`src/core/gpp_pkg.sv`:
```
package gpp_pkg;
    // Byte offsets of the AHB-Lite register words
    localparam logic [7:0] ADDR_DATA_LATCH    = 8'h00;
    localparam logic [7:0] ADDR_DIRECTION     = 8'h04;
    localparam logic [7:0] ADDR_PULLUP_ENABLE = 8'h08;
    localparam logic [7:0] ADDR_CONTROL       = 8'h0C;
    localparam logic [7:0] ADDR_PAD_STATUS    = 8'h10;
    // Port geometry
    localparam int PIN_COUNT = 4;
    localparam int REG_WIDTH = 8;
    // Control register fields
    localparam int CTRL_STANDBY_PIN_FLOAT_BIT = 0;
    localparam int CTRL_STANDBY_ACTIVE_BIT    = 1;
    localparam int CTRL_CMP_INPUT_DISABLE_BIT = 2;
    // Reset values
    localparam logic [3:0] RESET_DATA_LATCH = 4'h0;
    localparam logic [3:0] RESET_DIRECTION  = 4'h0;
    localparam logic [1:0] RESET_PULLUP     = 2'h0;
    localparam logic       RESET_STANDBY_FLOAT = 1'b0;
    localparam logic       RESET_STANDBY_ACT   = 1'b0;
    localparam logic       RESET_CMP_DISABLE   = 1'b0;
    // Pins that are open drain (the I2C pair) and that carry a pull-up
    localparam logic [3:0] OPEN_DRAIN_MASK = 4'hC;
    localparam logic [3:0] PULLUP_MASK     = 4'h3;
    localparam logic [3:0] CMP_PIN_MASK    = 4'h3;
    // AHB-Lite encodings
    localparam logic [1:0] HTRANS_NONSEQ = 2'h2;
    localparam logic [2:0] HSIZE_WORD    = 3'h2;
endpackage

```
`src/core/gpp_port.sv`:
```
// The implementer's own choices: the AHB-Lite register port and the register offsets.
`timescale 1ns/1ps
// How it works
// - Direction one makes the pin output
// - Output pin drives latch value to pad
// - Output pin reads return latch value
// - Direction zero makes pin input, undriven
// - Input-pin writes update latch only
// - Input read: pad; RMW read: latch
// - Peripheral enable overrides latch drive
// - Peripheral-driven pin reads pad, RMW latch
// - Peripheral input use still reads pad
// - Reset clears all direction bits
// - Standby float bit forces pins Hi-Z
// - Floating standby inputs read constant low
// - Float bit zero holds pin states
// - Pull-up enable connects internal pull-up
// - Low-driving pin disconnects its pull-up
// - Open-drain high output releases pad
// - Disable zero enables comparator inputs
// - Disable one disconnects comparator inputs
// - Pins 0,1 comparator; pin 2 I2C clock
module gpp_port (
    input  wire logic        clk,
    input  wire logic        srst,
    input  wire logic        hsel,
    input  wire logic [31:0] haddr,
    input  wire logic [1:0]  htrans,
    input  wire logic        hwrite,
    input  wire logic [2:0]  hsize,
    input  wire logic [31:0] hwdata,
    input  wire logic        hready,
    input  wire logic        rmwRead,
    output logic             hreadyout,
    output logic             hresp,
    output logic [31:0]      hrdata,
    input  wire logic [3:0]  padIn,
    output logic [3:0]       padOut,
    output logic [3:0]       padOeN,
    output logic [3:0]       pullupOn,
    input  wire logic [3:0]  periphOe,
    input  wire logic [3:0]  periphOut,
    output logic [3:0]       periphIn,
    output logic             comparatorInvertingInput,
    output logic             comparatorNoninvertingInput,
    output logic             comparatorInputEnable
);
    typedef struct packed {
        logic [3:0]  dataLatch;
        logic [3:0]  direction;
        logic [1:0]  pullupEnable;
        logic        standbyPinFloat;
        logic        standbyActive;
        logic        cmpInputDisable;
        logic        wrPending;
        logic        rdPending;
        logic        rmwPending;
        logic [7:0]  addrPending;
        logic [31:0] rdata;
        logic [3:0]  padOut;
        logic [3:0]  padOeN;
        logic [3:0]  pullupOn;
        logic [3:0]  periphIn;
        logic        cmpN;
        logic        cmpP;
        logic        cmpEn;
        logic [3:0]  heldOut;
        logic [3:0]  heldOeN;
        logic [3:0]  heldPull;
    } gpp_state_s;

    gpp_state_s state_q;
    gpp_state_s state_d;

    logic [3:0] cellOut;
    logic [3:0] cellOeN;
    logic [3:0] cellPull;
    logic [3:0] padLevel;
    logic       forceFloat;

    // Pins float only in standby with the float bit set
    assign forceFloat = state_q.standbyActive & state_q.standbyPinFloat;

    // Compose a read word; reserved bits read as zero
    function automatic logic [31:0] readWord(input gpp_state_s s,
                                             input logic [7:0] addr,
                                             input logic rmw,
                                             input logic [3:0] oe,
                                             input logic [3:0] pads);
        logic [3:0] pinView;
        pinView = 4'h0;
        readWord = 32'h0000_0000;
        // Port-driven outputs read the latch; peripheral pins read the pad unless RMW
        for (int i = 0; i < gpp_pkg::PIN_COUNT; i++) begin
            if ((s.direction[i] & ~oe[i]) | rmw) begin
                pinView[i] = s.dataLatch[i];
            end else begin
                pinView[i] = pads[i];
            end
        end
        unique case (addr)
            gpp_pkg::ADDR_DATA_LATCH: begin
                readWord[3:0] = pinView;
            end
            gpp_pkg::ADDR_DIRECTION: begin
                readWord[3:0] = s.direction;
            end
            gpp_pkg::ADDR_PULLUP_ENABLE: begin
                readWord[1:0] = s.pullupEnable;
            end
            gpp_pkg::ADDR_CONTROL: begin
                readWord[gpp_pkg::CTRL_STANDBY_PIN_FLOAT_BIT] = s.standbyPinFloat;
                readWord[gpp_pkg::CTRL_STANDBY_ACTIVE_BIT]    = s.standbyActive;
                readWord[gpp_pkg::CTRL_CMP_INPUT_DISABLE_BIT] = s.cmpInputDisable;
            end
            gpp_pkg::ADDR_PAD_STATUS: begin
                readWord[3:0] = pads;
            end
            default: begin
                readWord = 32'h0000_0000;
            end
        endcase
    endfunction

    // One cell per pin for drive, pull-up and input gating
    for (genvar g = 0; g < gpp_pkg::PIN_COUNT; g++) begin : gen_pin
        gpp_pin_cell u_cell (
            .latchBit      (state_q.dataLatch[g]),
            .dirBit        (state_q.direction[g]),
            .periphOe      (periphOe[g]),
            .periphOut     (periphOut[g]),
            .openDrain     (gpp_pkg::OPEN_DRAIN_MASK[g]),
            .pullupAllowed (gpp_pkg::PULLUP_MASK[g]),
            .pullupBit     ((g < 2) ? state_q.pullupEnable[g % 2] : 1'b0),
            .forceFloat    (forceFloat),
            .padIn         (padIn[g]),
            .padOutVal     (cellOut[g]),
            .padOeN        (cellOeN[g]),
            .pullupOn      (cellPull[g]),
            .padLevel      (padLevel[g])
        );
    end

    // Bus slave, register file and pad registers, all in one next-state copy
    always_comb begin
        logic addrOk;
        addrOk = 1'b0;
        state_d = state_q;
        state_d.wrPending = 1'b0;
        state_d.rdPending = 1'b0;
        // Data phase of a write: store into the addressed register
        if (state_q.wrPending) begin
            unique case (state_q.addrPending)
                gpp_pkg::ADDR_DATA_LATCH: begin
                    state_d.dataLatch = hwdata[3:0];
                end
                gpp_pkg::ADDR_DIRECTION: begin
                    state_d.direction = hwdata[3:0];
                end
                gpp_pkg::ADDR_PULLUP_ENABLE: begin
                    state_d.pullupEnable = hwdata[1:0];
                end
                gpp_pkg::ADDR_CONTROL: begin
                    state_d.standbyPinFloat = hwdata[gpp_pkg::CTRL_STANDBY_PIN_FLOAT_BIT];
                    state_d.standbyActive   = hwdata[gpp_pkg::CTRL_STANDBY_ACTIVE_BIT];
                    state_d.cmpInputDisable = hwdata[gpp_pkg::CTRL_CMP_INPUT_DISABLE_BIT];
                end
                default: begin
                    state_d.dataLatch = state_q.dataLatch; // Unmapped and status: ignored
                end
            endcase
        end
        // Address phase: latch the request, answer with zero wait states
        addrOk = hsel & hready & (htrans == gpp_pkg::HTRANS_NONSEQ);
        if (addrOk) begin
            state_d.addrPending = haddr[7:0];
            state_d.wrPending   = hwrite;
            state_d.rdPending   = ~hwrite;
            state_d.rmwPending  = rmwRead;
            if (!hwrite) begin
                state_d.rdata = readWord(state_q, haddr[7:0], rmwRead, periphOe, padLevel);
            end
        end
        // Pads follow the cells, except in a held standby
        if (state_q.standbyActive & ~state_q.standbyPinFloat) begin
            state_d.padOut   = state_q.heldOut;
            state_d.padOeN   = state_q.heldOeN;
            state_d.pullupOn = state_q.heldPull;
        end else begin
            state_d.padOut   = cellOut;
            state_d.padOeN   = cellOeN;
            state_d.pullupOn = cellPull;
            state_d.heldOut  = cellOut;
            state_d.heldOeN  = cellOeN;
            state_d.heldPull = cellPull;
        end
        // Peripherals see the gated pad level
        state_d.periphIn = padLevel;
        // Comparator inputs on pins 0 and 1, regardless of data and direction
        state_d.cmpEn = ~state_q.cmpInputDisable & ~forceFloat;
        state_d.cmpN  = state_d.cmpEn & padLevel[0];
        state_d.cmpP  = state_d.cmpEn & padLevel[1];
    end

    // Register the whole state; reset gives every field a constant
    always_ff @(posedge clk) begin
        if (srst) begin
            state_q <= '0;
            state_q.dataLatch       <= gpp_pkg::RESET_DATA_LATCH;
            state_q.direction       <= gpp_pkg::RESET_DIRECTION;
            state_q.pullupEnable    <= gpp_pkg::RESET_PULLUP;
            state_q.standbyPinFloat <= gpp_pkg::RESET_STANDBY_FLOAT;
            state_q.standbyActive   <= gpp_pkg::RESET_STANDBY_ACT;
            state_q.cmpInputDisable <= gpp_pkg::RESET_CMP_DISABLE;
            state_q.padOeN          <= 4'hF;
            state_q.heldOeN         <= 4'hF;
        end else begin
            state_q <= state_d;
        end
    end

    // hreadyout and hresp tied off; other outputs straight from flip-flops
    assign hreadyout                   = 1'b1;
    assign hresp                       = 1'b0;
    assign hrdata                      = state_q.rdata;
    assign padOut                      = state_q.padOut;
    assign padOeN                      = state_q.padOeN;
    assign pullupOn                    = state_q.pullupOn;
    assign periphIn                    = state_q.periphIn;
    assign comparatorInvertingInput    = state_q.cmpN;
    assign comparatorNoninvertingInput = state_q.cmpP;
    assign comparatorInputEnable       = state_q.cmpEn;
endmodule

```
`src/core/gpp_pin_cell.sv`:
```
`timescale 1ns/1ps
// One pad cell: chooses the pad driver and input gating for a single pin
module gpp_pin_cell (
    input  wire logic latchBit,
    input  wire logic dirBit,
    input  wire logic periphOe,
    input  wire logic periphOut,
    input  wire logic openDrain,
    input  wire logic pullupAllowed,
    input  wire logic pullupBit,
    input  wire logic forceFloat,
    input  wire logic padIn,
    output logic      padOutVal,
    output logic      padOeN,
    output logic      pullupOn,
    output logic      padLevel
);
    logic driveVal;
    logic driving;

    // Peripheral output wins over the latch when its enable is set
    always_comb begin
        driveVal = periphOe ? periphOut : latchBit;
        driving  = (periphOe | dirBit) & ~forceFloat;
        if (openDrain & driveVal) begin
            driving = 1'b0;
        end
        padOutVal = driveVal;
        padOeN    = ~driving;
        // Pull-up drops out whenever the pin pulls low, and in float standby
        pullupOn  = pullupAllowed & pullupBit & ~(driving & ~driveVal) & ~forceFloat;
        // Blocked input reads as a constant low to stop leakage
        padLevel  = forceFloat ? 1'b0 : padIn;
    end
endmodule

```
`config.mk`:
```
export PLATFORM = sky130hd
export DESIGN_NAME = gpp_port
export DESIGN_NICKNAME = d
export VERILOG_FILES = /design/src/core/gpp_pkg.sv /design/src/core/gpp_port.sv /design/src/core/gpp_pin_cell.sv
export SDC_FILE = /design/constraint.sdc
export NUM_CORES = 1
export LEC_CHECK = 0
export ABC_CLOCK_PERIOD_IN_PS = 2300
export BUFFER_PORTS_ARGS = -buffer_cell sky130_fd_sc_hd__buf_2
export CORE_UTILIZATION = 46
export DETAILED_ROUTE_END_ITERATION = 10
export GPL_TIMING_DRIVEN = 0
export PLACE_DENSITY_LB_ADDON = 0.3
export SYNTH_ARGS = -nofsm -noshare
export SYNTH_HDL_FRONTEND = slang
export SYNTH_SLANG_ARGS = --single-unit
```
`constraint.sdc`:
```
create_clock -name clk -period 2.3 [get_ports clk]
set_input_delay 0.23 -clock clk [delete_from_list [all_inputs] [get_ports clk]]
set_output_delay 0.23 -clock clk [all_outputs]
set_load 0.01 [all_outputs]
```
; Yosys cells after proc, flatten, opt, wreduce, memory -nomap -nowiden
; Index checks and enable logic that the tools add are counted.
; Widths: inputs -> output; s select.
[totals]
latch_bits = 0
wordCells = 95
ramBits = 0
output_inout_bits = 53
n_memories = 0
romBits = 0
ff_bits = 43
[classes]
shifts = 0
reduce_logical = 8
eq_ne = 8
mul = 0
mux = 17
n_addsub = 0
n_div = 0
bitwise_logic = 46
n_lt_le_gt_ge = 0
[ops]
columns = cell, count
row1 = $eq 8x4->1 const B, 4
row2 = $and 1x1->1, 21
row3 = $not 1->1, 17
row4 = $eq 8x3->1 const B, 2
row5 = $logic_not 8->1, 2
row6 = $mux 1, 14
row7 = $pmux 2 s5, 1
row8 = $reduce_and 2->1, 5
row9 = $eq 8x5->1 const B, 1
row10 = $or 1x1->1, 8
row11 = $pmux 1 s4, 1
row12 = $pmux 1 s3, 1
row13 = $eq 2x2->1 const B, 1
row14 = $reduce_or 2->1, 1

; Depth between registers and ports, before layout
; Gate-level depths: netlist of the first run.
[depth]
depth_word = 7
ltp_mapped = 6
ltp_nobuf = 5

; By module
; Synthesis of the first run repeated with hierarchy kept, for this count alone.
[unflattened]
cells_unflattened = 297
hier_area_um2 = 2463.6
[by_module_without_submodules]
columns = module, n_inst, seq_area_each_um2, area_per_inst_um2, cells_per_inst
row1 = gpp_port, 1, 900.9, 2268.4, 273
row2 = gpp_pin_cell, 4, 0.0, 48.8, 6

; Worst setup path before layout of the first run
; No wires, ideal clock.
[synth_path]
path_type = reg2reg
start = reg state_q[63] (netlist bit)
end = reg state_q[83] (netlist bit)
required_ns = 2.172
path_stages_with_launch = 6
n_path_buf = 0
setup_ns = 0.128
path_slack_ns = 0.964
arrival_ns = 1.209
path_cell_list = dfxtp_1 nor4b_4 nand2_2 nor3_4 mux2i_1 nor2_1
[synth_between]
elab_chain_cells = 2
[synth_lines]
columns = element, line_no
row1 = "start, declared", gpp_port.sv:72  ; gpp_state_s state_q;
row2 = "start signal, assigned", gpp_port.sv:218  ; state_q <= state_d;
row3 = $logic_not 8->1, gpp_port.sv:153  ; unique case (state_q.addrPending)
row4 = $reduce_and 2->1 (no source line), --
; Every way passes these cells.
; A chain may end at the register's enable or synchronous reset.

; Worst setup path in the final report of the first run
[layout_path]
start = reg state_q[76] (netlist bit)
end = reg state_q (netlist bit hrdata[2])
[layout_between]
elab_chain_cells = 4
[layout_lines]
columns = element, line_no
row1 = $and 1x1->1 *, gpp_port.sv:82  ; assign forceFloat = state_q.standbyActive & state_q.standbyPinFloat;
row2 = $mux 1 *, gpp_pin_cell.sv:33  ; padLevel = forceFloat ? 1'b0 : padIn;
row3 = $mux 1, gpp_port.sv:95  ; if ((s.direction[i] & ~oe[i]) | rmw) begin
row4 = $pmux 1 s4 *, gpp_port.sv:101  ; unique case (addr)
; Mark *: on every way between the ends. The rest lies on a longest branch, timed or not.

==> results of run 1 <==
## logic make-up after synthesis
group,after synthesis,share of synthesized area (%)
and+or+nand+nor,87,20.7
buffers and inverters,66,19.3
AOI/OAI and AO/OA,46,12.3
DFF,43,37.6
muxes,22,9.78
other,2,0.328
## metal layers
| layer | track usage, % | vias up | routed length, um |
|---|---|---|---|
| li1 | - | 997 | - |
| met5 | 0 | - | 0 |
| met3 | 5.11 | 12 | 277 |
| met2 | 32.5 | 64 | 2270 |
| met1 | 22.1 | 859 | 2170 |
| met4 | 12.2 | 0 | 127 |
## power by group
group / switching (W) / internal (W) / leakage (nW) / total [W]
sequential: 0.00000864 / 0.000762 / 0.350 / 0.000770
combinational: 0.000105 / 0.000105 / 0.991 / 0.000210
clock: 0.000261 / 0.000351 / 0.0612 / 0.000612
total: 0.000374 / 0.00122 / 1.40 / 0.00159
## cells in the mapped netlist (all sizes together)
cell type  instances  area (sq um)
a31oi              1          6.26
a2bb2oi            1          8.76
nand4b             4          35.0
o31ai              2          15.0
nand4              1          6.26
a211oi             3          27.5
mux2i             19           190
o311ai             2          17.5
nor3               5          46.3
and3               2          12.5
and2               7          43.8
nor4b              1          23.8
o21ai             12          60.1
o21a               1          7.51
nand2             28           108
buf               54           398
dfxtp             43           861
a311oi             2          17.5
and4b              1          10.0
nor4               1          6.26
nor2b              6          37.5
mux2               3          33.8
or4b               1          13.8
inv                7          26.3
a32oi              3          26.3
clkbuf             5          18.8
nor2              25          96.4
nand2b             2          12.5
nand3b             1          7.51
conb               2          7.51
nor3b              2          15.0
a21oi             19          95.1
## layout by cell type (no fill, tap or decap), drive strengths merged, types with 6 or more instances in the layout
cell    count
inv         7
clkbuf     11
conb       32
dfxtp      43
mux2i      19
nor2       25
and2        7
a21oi      19
buf       105
nor2b       6
nand2      28
o21ai      12
## stage by stage
step           area, sq um  total power (W)  hold slack, ns  util, %  setup WS [ns]
6_report              2860          0.00159           0.148     60.2          0.724
4_1_cts               2860          0.00160           0.146     60.2          0.734
3_5_place_dp          2740         0.000995           0.451     57.7          0.757
3_3_place_gp          2740         0.000992           0.456     57.7          0.768
2_1_floorplan         2400         0.000930           0.352        -          0.964
5_1_grt               2860          0.00165           0.152     60.2          0.618
## layout make-up
type	instances	area, sq um	share of cell area, %
buffer	59	417	14.6
clock buffer	6	82.6	2.89
inverter	7	26.3	0.919
clock inverter	2	35.0	1.22
sequential	43	861	30.1
timing repair buffer	51	255	8.92
tap	67	83.8	2.93
multi-input combinational	187	1100	38.5
## registers in the layout (all words and copies together), names as in the netlist
register	flops
state_q	32
hrdata	4
comparatorInputEnable	1
periphIn	4
comparatorNoninvertingInput	1
comparatorInvertingInput	1
## worst max-delay path by stage
| stage | startpoint | end | slack, ns | cells after the start |
|---|---|---|---|---|
| final | state_q[76] | hrdata[2] | 0.72 | 6 |
| after floorplan | state_q[63] | state_q[83] | 0.96 | 5 |
| after CTS | state_q[76] | hrdata[2] | 0.73 | 6 |
| after detailed placement | state_q[63] | state_q[84] | 0.76 | 5 |
| after global placement | state_q[76] | hrdata[2] | 0.77 | 6 |
| after global routing | state_q[76] | hrdata[1] | 0.62 | 6 |
==> results.md, run 1 <==
* CP endpoint kind: flop
* Crit-path leading delay family: simple AND/OR/NAND/NOR gates
* Crit path largest cell delay at a little over 0.3 ns
* Peak VDD IR at 355 uV
* H-tree depth at 2
* Crit path time final at approximately 1.6 ns
* Sequential fraction of the synthesis area at 37.6%
* Crit Reg-Reg Endpoint: hrdata[2]
* Total placed cells including tap cells at roughly 410
* Die H at just over 70 um
* Vias in the first global route at about 1.8k
* Largest net degree at the start of global routing at 14
* Initial drt markers at 45
* Horiz. Die Dim at between 70 and 80 um
* Yosys cell types at 38
* Layout cells sized above 1 at between 30% and 40%
* Setup CP Type: reg -> reg
* Congestion Overflow GR at 0
* CTS Root Cell: clkbuf_8
* Leak Pwr at 1.40 nW
* Critical path launch point type: flop
* Syn avg cell area at 8.61 sq um
* Core area at roughly 4800 sq um
* Worst-path maximum fanout at 10
* I/O pins at 140
* Worst-path clk slew at ~0.080 ns
* RSZ-0062 raised after global routing: false
* FMAX at ~630 MHz
* Post-DP HPWL at between 3000 and 4000 um
* Status: complete, no violations
* Rows at 25
* Antenna Violating Nets Remaining at 0
* Initial antenna violation count at 0
* Vias at between 1.5k and 2k
* Filler Cell Count at 458
* Final setup vio count at 0
* Final #Nets at 441
* Clock Sink Count at 43
* DRT Wirelength at 4840 um
* Total Routing Usage GR at approximately a fifth
* Setup TNS at 0 ns
* Final Non-Filler Cells at about 420
* Synth Cell Area at 2290 sq um
* Max-Cap Viols at 0
* Yosys synthesis warning count at 0
* Final GP Congestion at around 0.82
* Period Utilization, post-route at about 69%
* Clock skew at roughly 0.009 ns
* Hold Crit Depth at 2
* Post-CTS repair timing setup buffer count at 0
* Area Growth Syn to Fin at 24.8%
* Detail-routed via count per cell at around 4.6
* CP required at 2.47 ns
* CTS Hold Bufs at 0
* Reg2reg setup slack at about 0.72 ns
* Worst min-delay path category: in -> reg
* DRT Pass-1 Iters at 4
* Slowest-stage cell, CP: dfxtp_1
* Buffers on Ports at 51
* CTS tree: done
* CTS resizes at 0
* Clock buffer depth at 2
* PwrDens at ~560 nW/um^2
* WL per Instance at 11.5 um
* Number of synthesized register bits at 43
* First-pass GRT wire length at a little under 8000 um
* Hold Vio Cnt, Final at 0
* Starting Density at 48.2%
* R2r startpoint: state_q[76]
* Die area at roughly 5300 sq um
* Clock latency at the later pin of the worst-skew pair at 0.30 ns
* Residual DRC at 0
* Min-delay src: padIn[2]
* Worst R2R Path Depth at 6
* Worst path cell trace: buf_2, nand2_1, and2_1, mux2_2, a2bb2oi_1, a21oi_1
* Diode count at 0
* Hold Path End: periphIn[2]
* Arrival time worst endpoint at between 1.5 and 2 ns
* Slew Limit Fails at 0
* Synth Instances at around 270
* Num CTS Buffers at 5
* Crit path buf inv count at 1
Power figures use the tool's default switching activity.
==> run 2: changes to the inputs <==
--- a/config.mk
+++ b/config.mk
@@ -5,9 +5,9 @@
 export SDC_FILE = /design/constraint.sdc
 export NUM_CORES = 1
 export LEC_CHECK = 0
-export ABC_CLOCK_PERIOD_IN_PS = 2300
+export ABC_CLOCK_PERIOD_IN_PS = 1520
 export BUFFER_PORTS_ARGS = -buffer_cell sky130_fd_sc_hd__buf_2
-export CORE_UTILIZATION = 46
+export CORE_UTILIZATION = 43
 export DETAILED_ROUTE_END_ITERATION = 10
 export GPL_TIMING_DRIVEN = 0
 export PLACE_DENSITY_LB_ADDON = 0.3
==> constraint.sdc (replaced) <==
create_clock -name clk -period 1.52 [get_ports clk]
set_input_delay 0.152 -clock clk [delete_from_list [all_inputs] [get_ports clk]]
set_output_delay 0.152 -clock clk [all_outputs]
set_load 0.01 [all_outputs]
==> results.md, run 2 (synthesis gave the netlist of run 1 again) <==
* Status: complete, but fails checks
* Violated checks: setup timing
* CTS Hold Bufs at 0 (unchanged)
* Number of flip-flops in the largest register at 32 (unchanged)
* Hold Vio Cnt, Final at 0 (unchanged)
* Initial drt markers at 90 (+100%)
* Hold WS at 0.0742 ns (-0.0737 ns)
* Area of the multi-input gates at 1120 sq um (+1.5%)
* Core area at 5110 sq um (+7.4%)
* Diode count at 0 (unchanged)
* Crit path largest cell delay at 0.38 ns (+0.07 ns)
* Starting Density at 44.9% (-3.3 points)
* Clock Sink Count at 43 (unchanged)
* Clock skew at 0.00735 ns (-0.00167 ns)
* DRT Wirelength at 4800 um (-0.91%)
* First-pass GRT wire length at 7760 um (about the same)
* Die H at 75.0 um (+3.3%)
* Buffers on Ports at 51 (unchanged)
* Worst path cell trace: nor4b_4, nand2_2, nor3_4, buf_6, mux2i_1, nor2_1
* Slew Limit Fails at 0 (unchanged)
* Num CTS Buffers at 5 (unchanged)
* Crit path buf inv count at 1 (unchanged)
* CP Depth at 6 (unchanged)
* Hold Crit Depth at 2 (unchanged)
* Crit-path leading delay family: simple AND/OR/NAND/NOR gates
* H-tree depth at 2 (unchanged)
* Worst min-delay path category: in -> reg
* Congestion Overflow GR at 0 (unchanged)
* Setup TNS at -0.00236 ns (-0.00236 ns)
* CTS tree: done
* Peak VDD IR at 314 uV (-12%)
* Largest net degree at the start of global routing at 13 (-1)
* Vias at 1951 (+0.98%)
* Period Utilization, post-route at 100% (+32 points)
* Clock buffer depth at 2 (unchanged)
* RSZ-0062 raised after global routing: true
* I/O pins at 140 (unchanged)
* CTS Root Cell: clkbuf_8
* DRT Pass-1 Iters at 4 (unchanged)
* Rows at 26 (+4.0%)
* Detail-routed via count per cell at 4.57 (-0.20%)
* Die area at 5620 sq um (+6.8%)
* PwrDens at 809 nW/um^2 (+45%)
* Initial antenna violation count at 0 (unchanged)
* Final Core Density at 56.8% (-3.4 points)
* Worst-path clk slew at 0.08 ns (about the same)
* Reg area at 863 sq um (+0.29%)
* Most frequent cells in the layout: buf_4, buf_2, dfxtp_1
* Setup CP Type: reg -> reg
* CP endpoint kind: flop
* Worst R2R Path Depth at 6 (unchanged)
* Filler Cell Count at 488 (+6.6%)
* Max-Cap Viols at 0 (unchanged)
* Antenna Violating Nets Remaining at 0 (unchanged)
* WL per Instance at 11.2 um (-2.1%)
* Final Non-Filler Cells at 427 (+1.2%)
* Layout cells sized above 1 at 36.4% (+1.5 points)
* Arrival time worst endpoint at 1.70 ns (-0.05 ns)
* Largest register by flop count: state_q
* FMAX at 657 MHz (+3.5%)
* Final GP Congestion at 0.827 (+0.43%)
* Horiz. Die Dim at 75.0 um (+3.3%)
* Commonest non-fill, non-tap cell in the layout: buf_4
* Total Routing Usage GR at 18.5% (-0.93 points)
* Worst-path maximum fanout at 4 (-6)
* Critical path launch point type: flop
* Leak Pwr at 1.41 nW (+0.83%)
* Total placed cells including tap cells at 417 (+0.72%)
* Worst setup margin at -0.00236 ns (-0.727 ns)
* Area Growth Syn to Fin at 26.5%
* Crit path time final at 1.52 ns (-0.0534 ns)
* Clock latency at the later pin of the worst-skew pair at 0.29 ns (about the same)
* Post-DP HPWL at 3640 um (-1.9%)
* CP required at 1.69 ns (-0.78 ns)
* Vias in the first global route at 1700 (-3.1%)
* Final #Nets at 444 (+0.68%)
* Slowest-stage cell, CP: nor4b_4
* Final setup vio count at 1 (+1)
* Residual DRC at 0 (unchanged)
run 2: changes by cell type in the layout (fill, tap and decap cells not counted), sizes merged:
cell    previous run  this run
buf              105       108
clkinv             1         0
run 2: cell type report:
cell class	instances	share of cell area (%)
Multi-Input combinational cell	187	38.5
Sequential cell	43	29.8
Buffer	59	14.5
Timing Repair Buffer	54	9.71
Tap cell	70	3.02
Clock buffer	6	2.50
Clock inverter	1	1.04
Inverter	7	0.906
run 2: power breakdown:
part | total (W) | switching [W] | internal (W)
Clock | 0.000860 | 0.000378 | 0.000482
Sequential | 0.00117 | 0.0000134 | 0.00115
Combinational | 0.000320 | 0.000160 | 0.000160
Total | 0.00235 | 0.000551 | 0.00179
run 2: path summary, 6_finish.rpt:
kind	start	to	slack, ns
worst max register to register	state_q[67]	state_q[83]	-0.002
worst min-delay path	padIn[2]	periphIn[2]	0.07
worst max-delay path	state_q[67]	state_q[83]	-0.002
worst min register to register	state_q[68]	state_q[68]	0.47
run 2: what timing repair did:
action	in CTS	in global routing
endpoints found under the hold margin	0	0
pin swaps	1	3
setup buffers	1	2
resized for setup	4	4
endpoints found under the setup margin	4	12
run 2: metrics by stage:
step,area (sq um),setup slack [ns],total power [W]
after floorplan,2400,0.184,0.00141
after CTS,2870,-0.0153,0.00236
after global placement,2750,-0.0285,0.00150
after detailed placement,2750,-0.0276,0.00151
after global routing,2900,-0.105,0.00245
final,2900,-0.00236,0.00235
run 2: per-layer routing:
metal / part of all wire, % / up-vias / track usage, %
met5: 0 / - / 0
met4: 3.0 / 0 / 9.01
met3: 6.1 / 14 / 3.88
met2: 46 / 70 / 29.0
met1: 44 / 863 / 24.3
li1: - / 1004 / -
==> run 3: changes to the inputs <==
--- a/config.mk
+++ b/config.mk
@@ -7,7 +7,7 @@
 export LEC_CHECK = 0
 export ABC_CLOCK_PERIOD_IN_PS = 1520
 export BUFFER_PORTS_ARGS = -buffer_cell sky130_fd_sc_hd__buf_2
-export CORE_UTILIZATION = 43
+export CORE_UTILIZATION = 35
 export DETAILED_ROUTE_END_ITERATION = 10
 export GPL_TIMING_DRIVEN = 0
 export PLACE_DENSITY_LB_ADDON = 0.3
==> results.md, run 3 (synthesis gave the netlist of run 1 again) <==
* CP required at 1.70 ns (about the same)
* H-tree depth at 2 (unchanged)
* Peak VDD IR at 360 uV (+15%)
* Met1 GRT Util at 18.5% (-5.9 points)
* Initial drt markers at 77 (-14%)
* DRT Wirelength at 5090 um (+6.1%)
* DRT Pass-1 Iters at 6 (+2)
* Final setup vio count at 0 (-1)
* Largest register by flop count: state_q
* Slew Limit Fails at 0 (unchanged)
* Crit path time final at 1.47 ns (-0.0505 ns)
* Detail-routed via count per cell at 4.45 (-2.5%)
* Crit path largest cell delay at 0.36 ns (-0.02 ns)
* Total Routing Usage GR at 14.8% (-3.8 points)
* Area Growth Syn to Fin at 25.8%
* Status: complete, no violations
* Initial antenna violation count at 0 (unchanged)
* Core area at 6350 sq um (+24%)
* Final Core Density at 45.4% (-11 points)
* Antenna Violating Nets Remaining at 0 (unchanged)
* Residual DRC at 0 (unchanged)
* Clock Sink Count at 43 (unchanged)
* Post-DP HPWL at 3850 um (+5.9%)
* Setup CP Type: reg -> reg
* Vias in the first global route at 1776 (+4.5%)
* Final #Nets at 444 (unchanged)
* WL per Instance at 11.7 um (+4.2%)
* Vias at 1937 (-0.72%)
* CP endpoint kind: flop
* Number of flip-flops in the largest register at 32 (unchanged)
* Worst-path maximum fanout at 4 (unchanged)
* CTS tree: done
* Leak Pwr at 1.40 nW (-1.0%)
* Worst-path clk slew at 0.08 ns (about the same)
* Clock skew at 0.00938 ns (+0.00204 ns)
* Worst setup margin at 0.0481 ns (+0.0505 ns)
* Area of the multi-input gates at 1110 sq um (-0.34%)
* Clock buffer depth at 2 (unchanged)
* Commonest non-fill, non-tap cell in the layout: buf_4
* Diode count at 0 (unchanged)
* Num CTS Buffers at 5 (unchanged)
* Rows at 29 (+12%)
* Largest net degree at the start of global routing at 14 (+1)
* Reg area at 863 sq um (unchanged)
* Final GP Congestion at 0.791 (-4.4%)
* FMAX at 679 MHz (+3.4%)
* Buffers on Ports at 51 (unchanged)
* Filler Cell Count at 663 (+36%)
* Starting Density at 36.1% (-8.8 points)
* Die area at 6870 sq um (+22%)
* I/O pins at 140 (unchanged)
* Met2 Use GR at 24.1% (-5.0 points)
* GRT busiest layer: met2
* Horiz. Die Dim at 82.9 um (+11%)
* GRT met3 Usage at 3.38% (-0.50 points)
* Max-Cap Viols at 0 (unchanged)
* Most frequent cells in the layout: buf_4, buf_2, dfxtp_1
* Design Power at 0.00221 W (-6.0%)
* Critical path launch point type: flop
* Period Utilization, post-route at 96.8% (-3.3 points)
* First-pass GRT wire length at 8140 um (+5.0%)
* Arrival time worst endpoint at 1.65 ns (-0.05 ns)
* Worst min-delay path category: in -> reg
* Hold Vio Cnt, Final at 0 (unchanged)
* Die H at 82.9 um (+11%)
* RSZ-0062 raised after global routing: true
* CTS Hold Bufs at 0 (unchanged)
* Worst path cell trace: nor4b_4, nand2_2, nor3_4, mux2i_1, nor2_1
* Slowest-stage cell, CP: nor4b_4
* CTS Root Cell: clkbuf_8
* DP Worst Slack at -0.0537 ns (-0.0261 ns)
* Layout cells sized above 1 at 36.6% (+0.18 points)
* Clock latency at the later pin of the worst-skew pair at 0.30 ns (about the same)
* PwrDens at 765 nW/um^2 (-5.5%)
* Congestion Overflow GR at 0 (unchanged)
## run 3: changes by cell type in the layout (fill, tap and decap cells not counted), sizes merged
cell and change:
clkinvlp +1, bufinv -1, clkinv +1
## run 3: layer usage
layer	share of wire, %	wire length [um]
met2	44	2260
met5	0	0
met3	5.6	283
met4	1.9	95
met1	48	2450
## run 3: layout make-up
cell class              instances  area share (%)
clock buffers                   6            2.52
well taps                      77            3.34
flip-flops and latches         43            29.9
repair buffers                 54            9.64
inverters                       7           0.911
plain buffers                  59            14.6
multi-input cells             187            38.6
clock inverters                 2           0.434
## run 3: through the flow
stage / TNS, ns / std cells / hold WS (ns) / cell area, sq um
4_1_cts: 0 / 432 / 0.0749 / 2850
5_1_grt: -0.185 / 435 / 0.0894 / 2880
2_1_floorplan: 0 / 296 / 0.274 / 2400
3_3_place_gp: -0.0664 / 424 / 0.379 / 2760
6_report: 0 / 435 / 0.0708 / 2880
3_5_place_dp: -0.0949 / 424 / 0.380 / 2760
## run 3: final timing paths
check	from	endpoint	slack, ns	depth (start not counted)
min	padIn[2]	periphIn[2]	0.07	2
max reg2reg	state_q[63]	state_q[83]	0.05	5
min reg2reg	state_q[70]	state_q[70]	0.47	2
max	state_q[63]	state_q[83]	0.05	5
## run 3: worst max-delay path, delay by kind of cell (launching register included)
family / cells / cell delay [ns]
and+or+nand+nor: 4 / 0.79
DFF: 1 / 0.34
muxes: 1 / 0.23
## run 3: power breakdown
group          total, W  switching [W]  internal (W)
clock network  0.000718       0.000397      0.000321
registers       0.00117      0.0000138       0.00115
logic          0.000320       0.000161      0.000159
## run 3: what timing repair did
action                     in CTS  in global routing
cloned                          0                  0
buffers inserted                0                  3
pin swaps                       0                  1
gates resized for setup         3                  4
setup endpoints to repair       2                 13
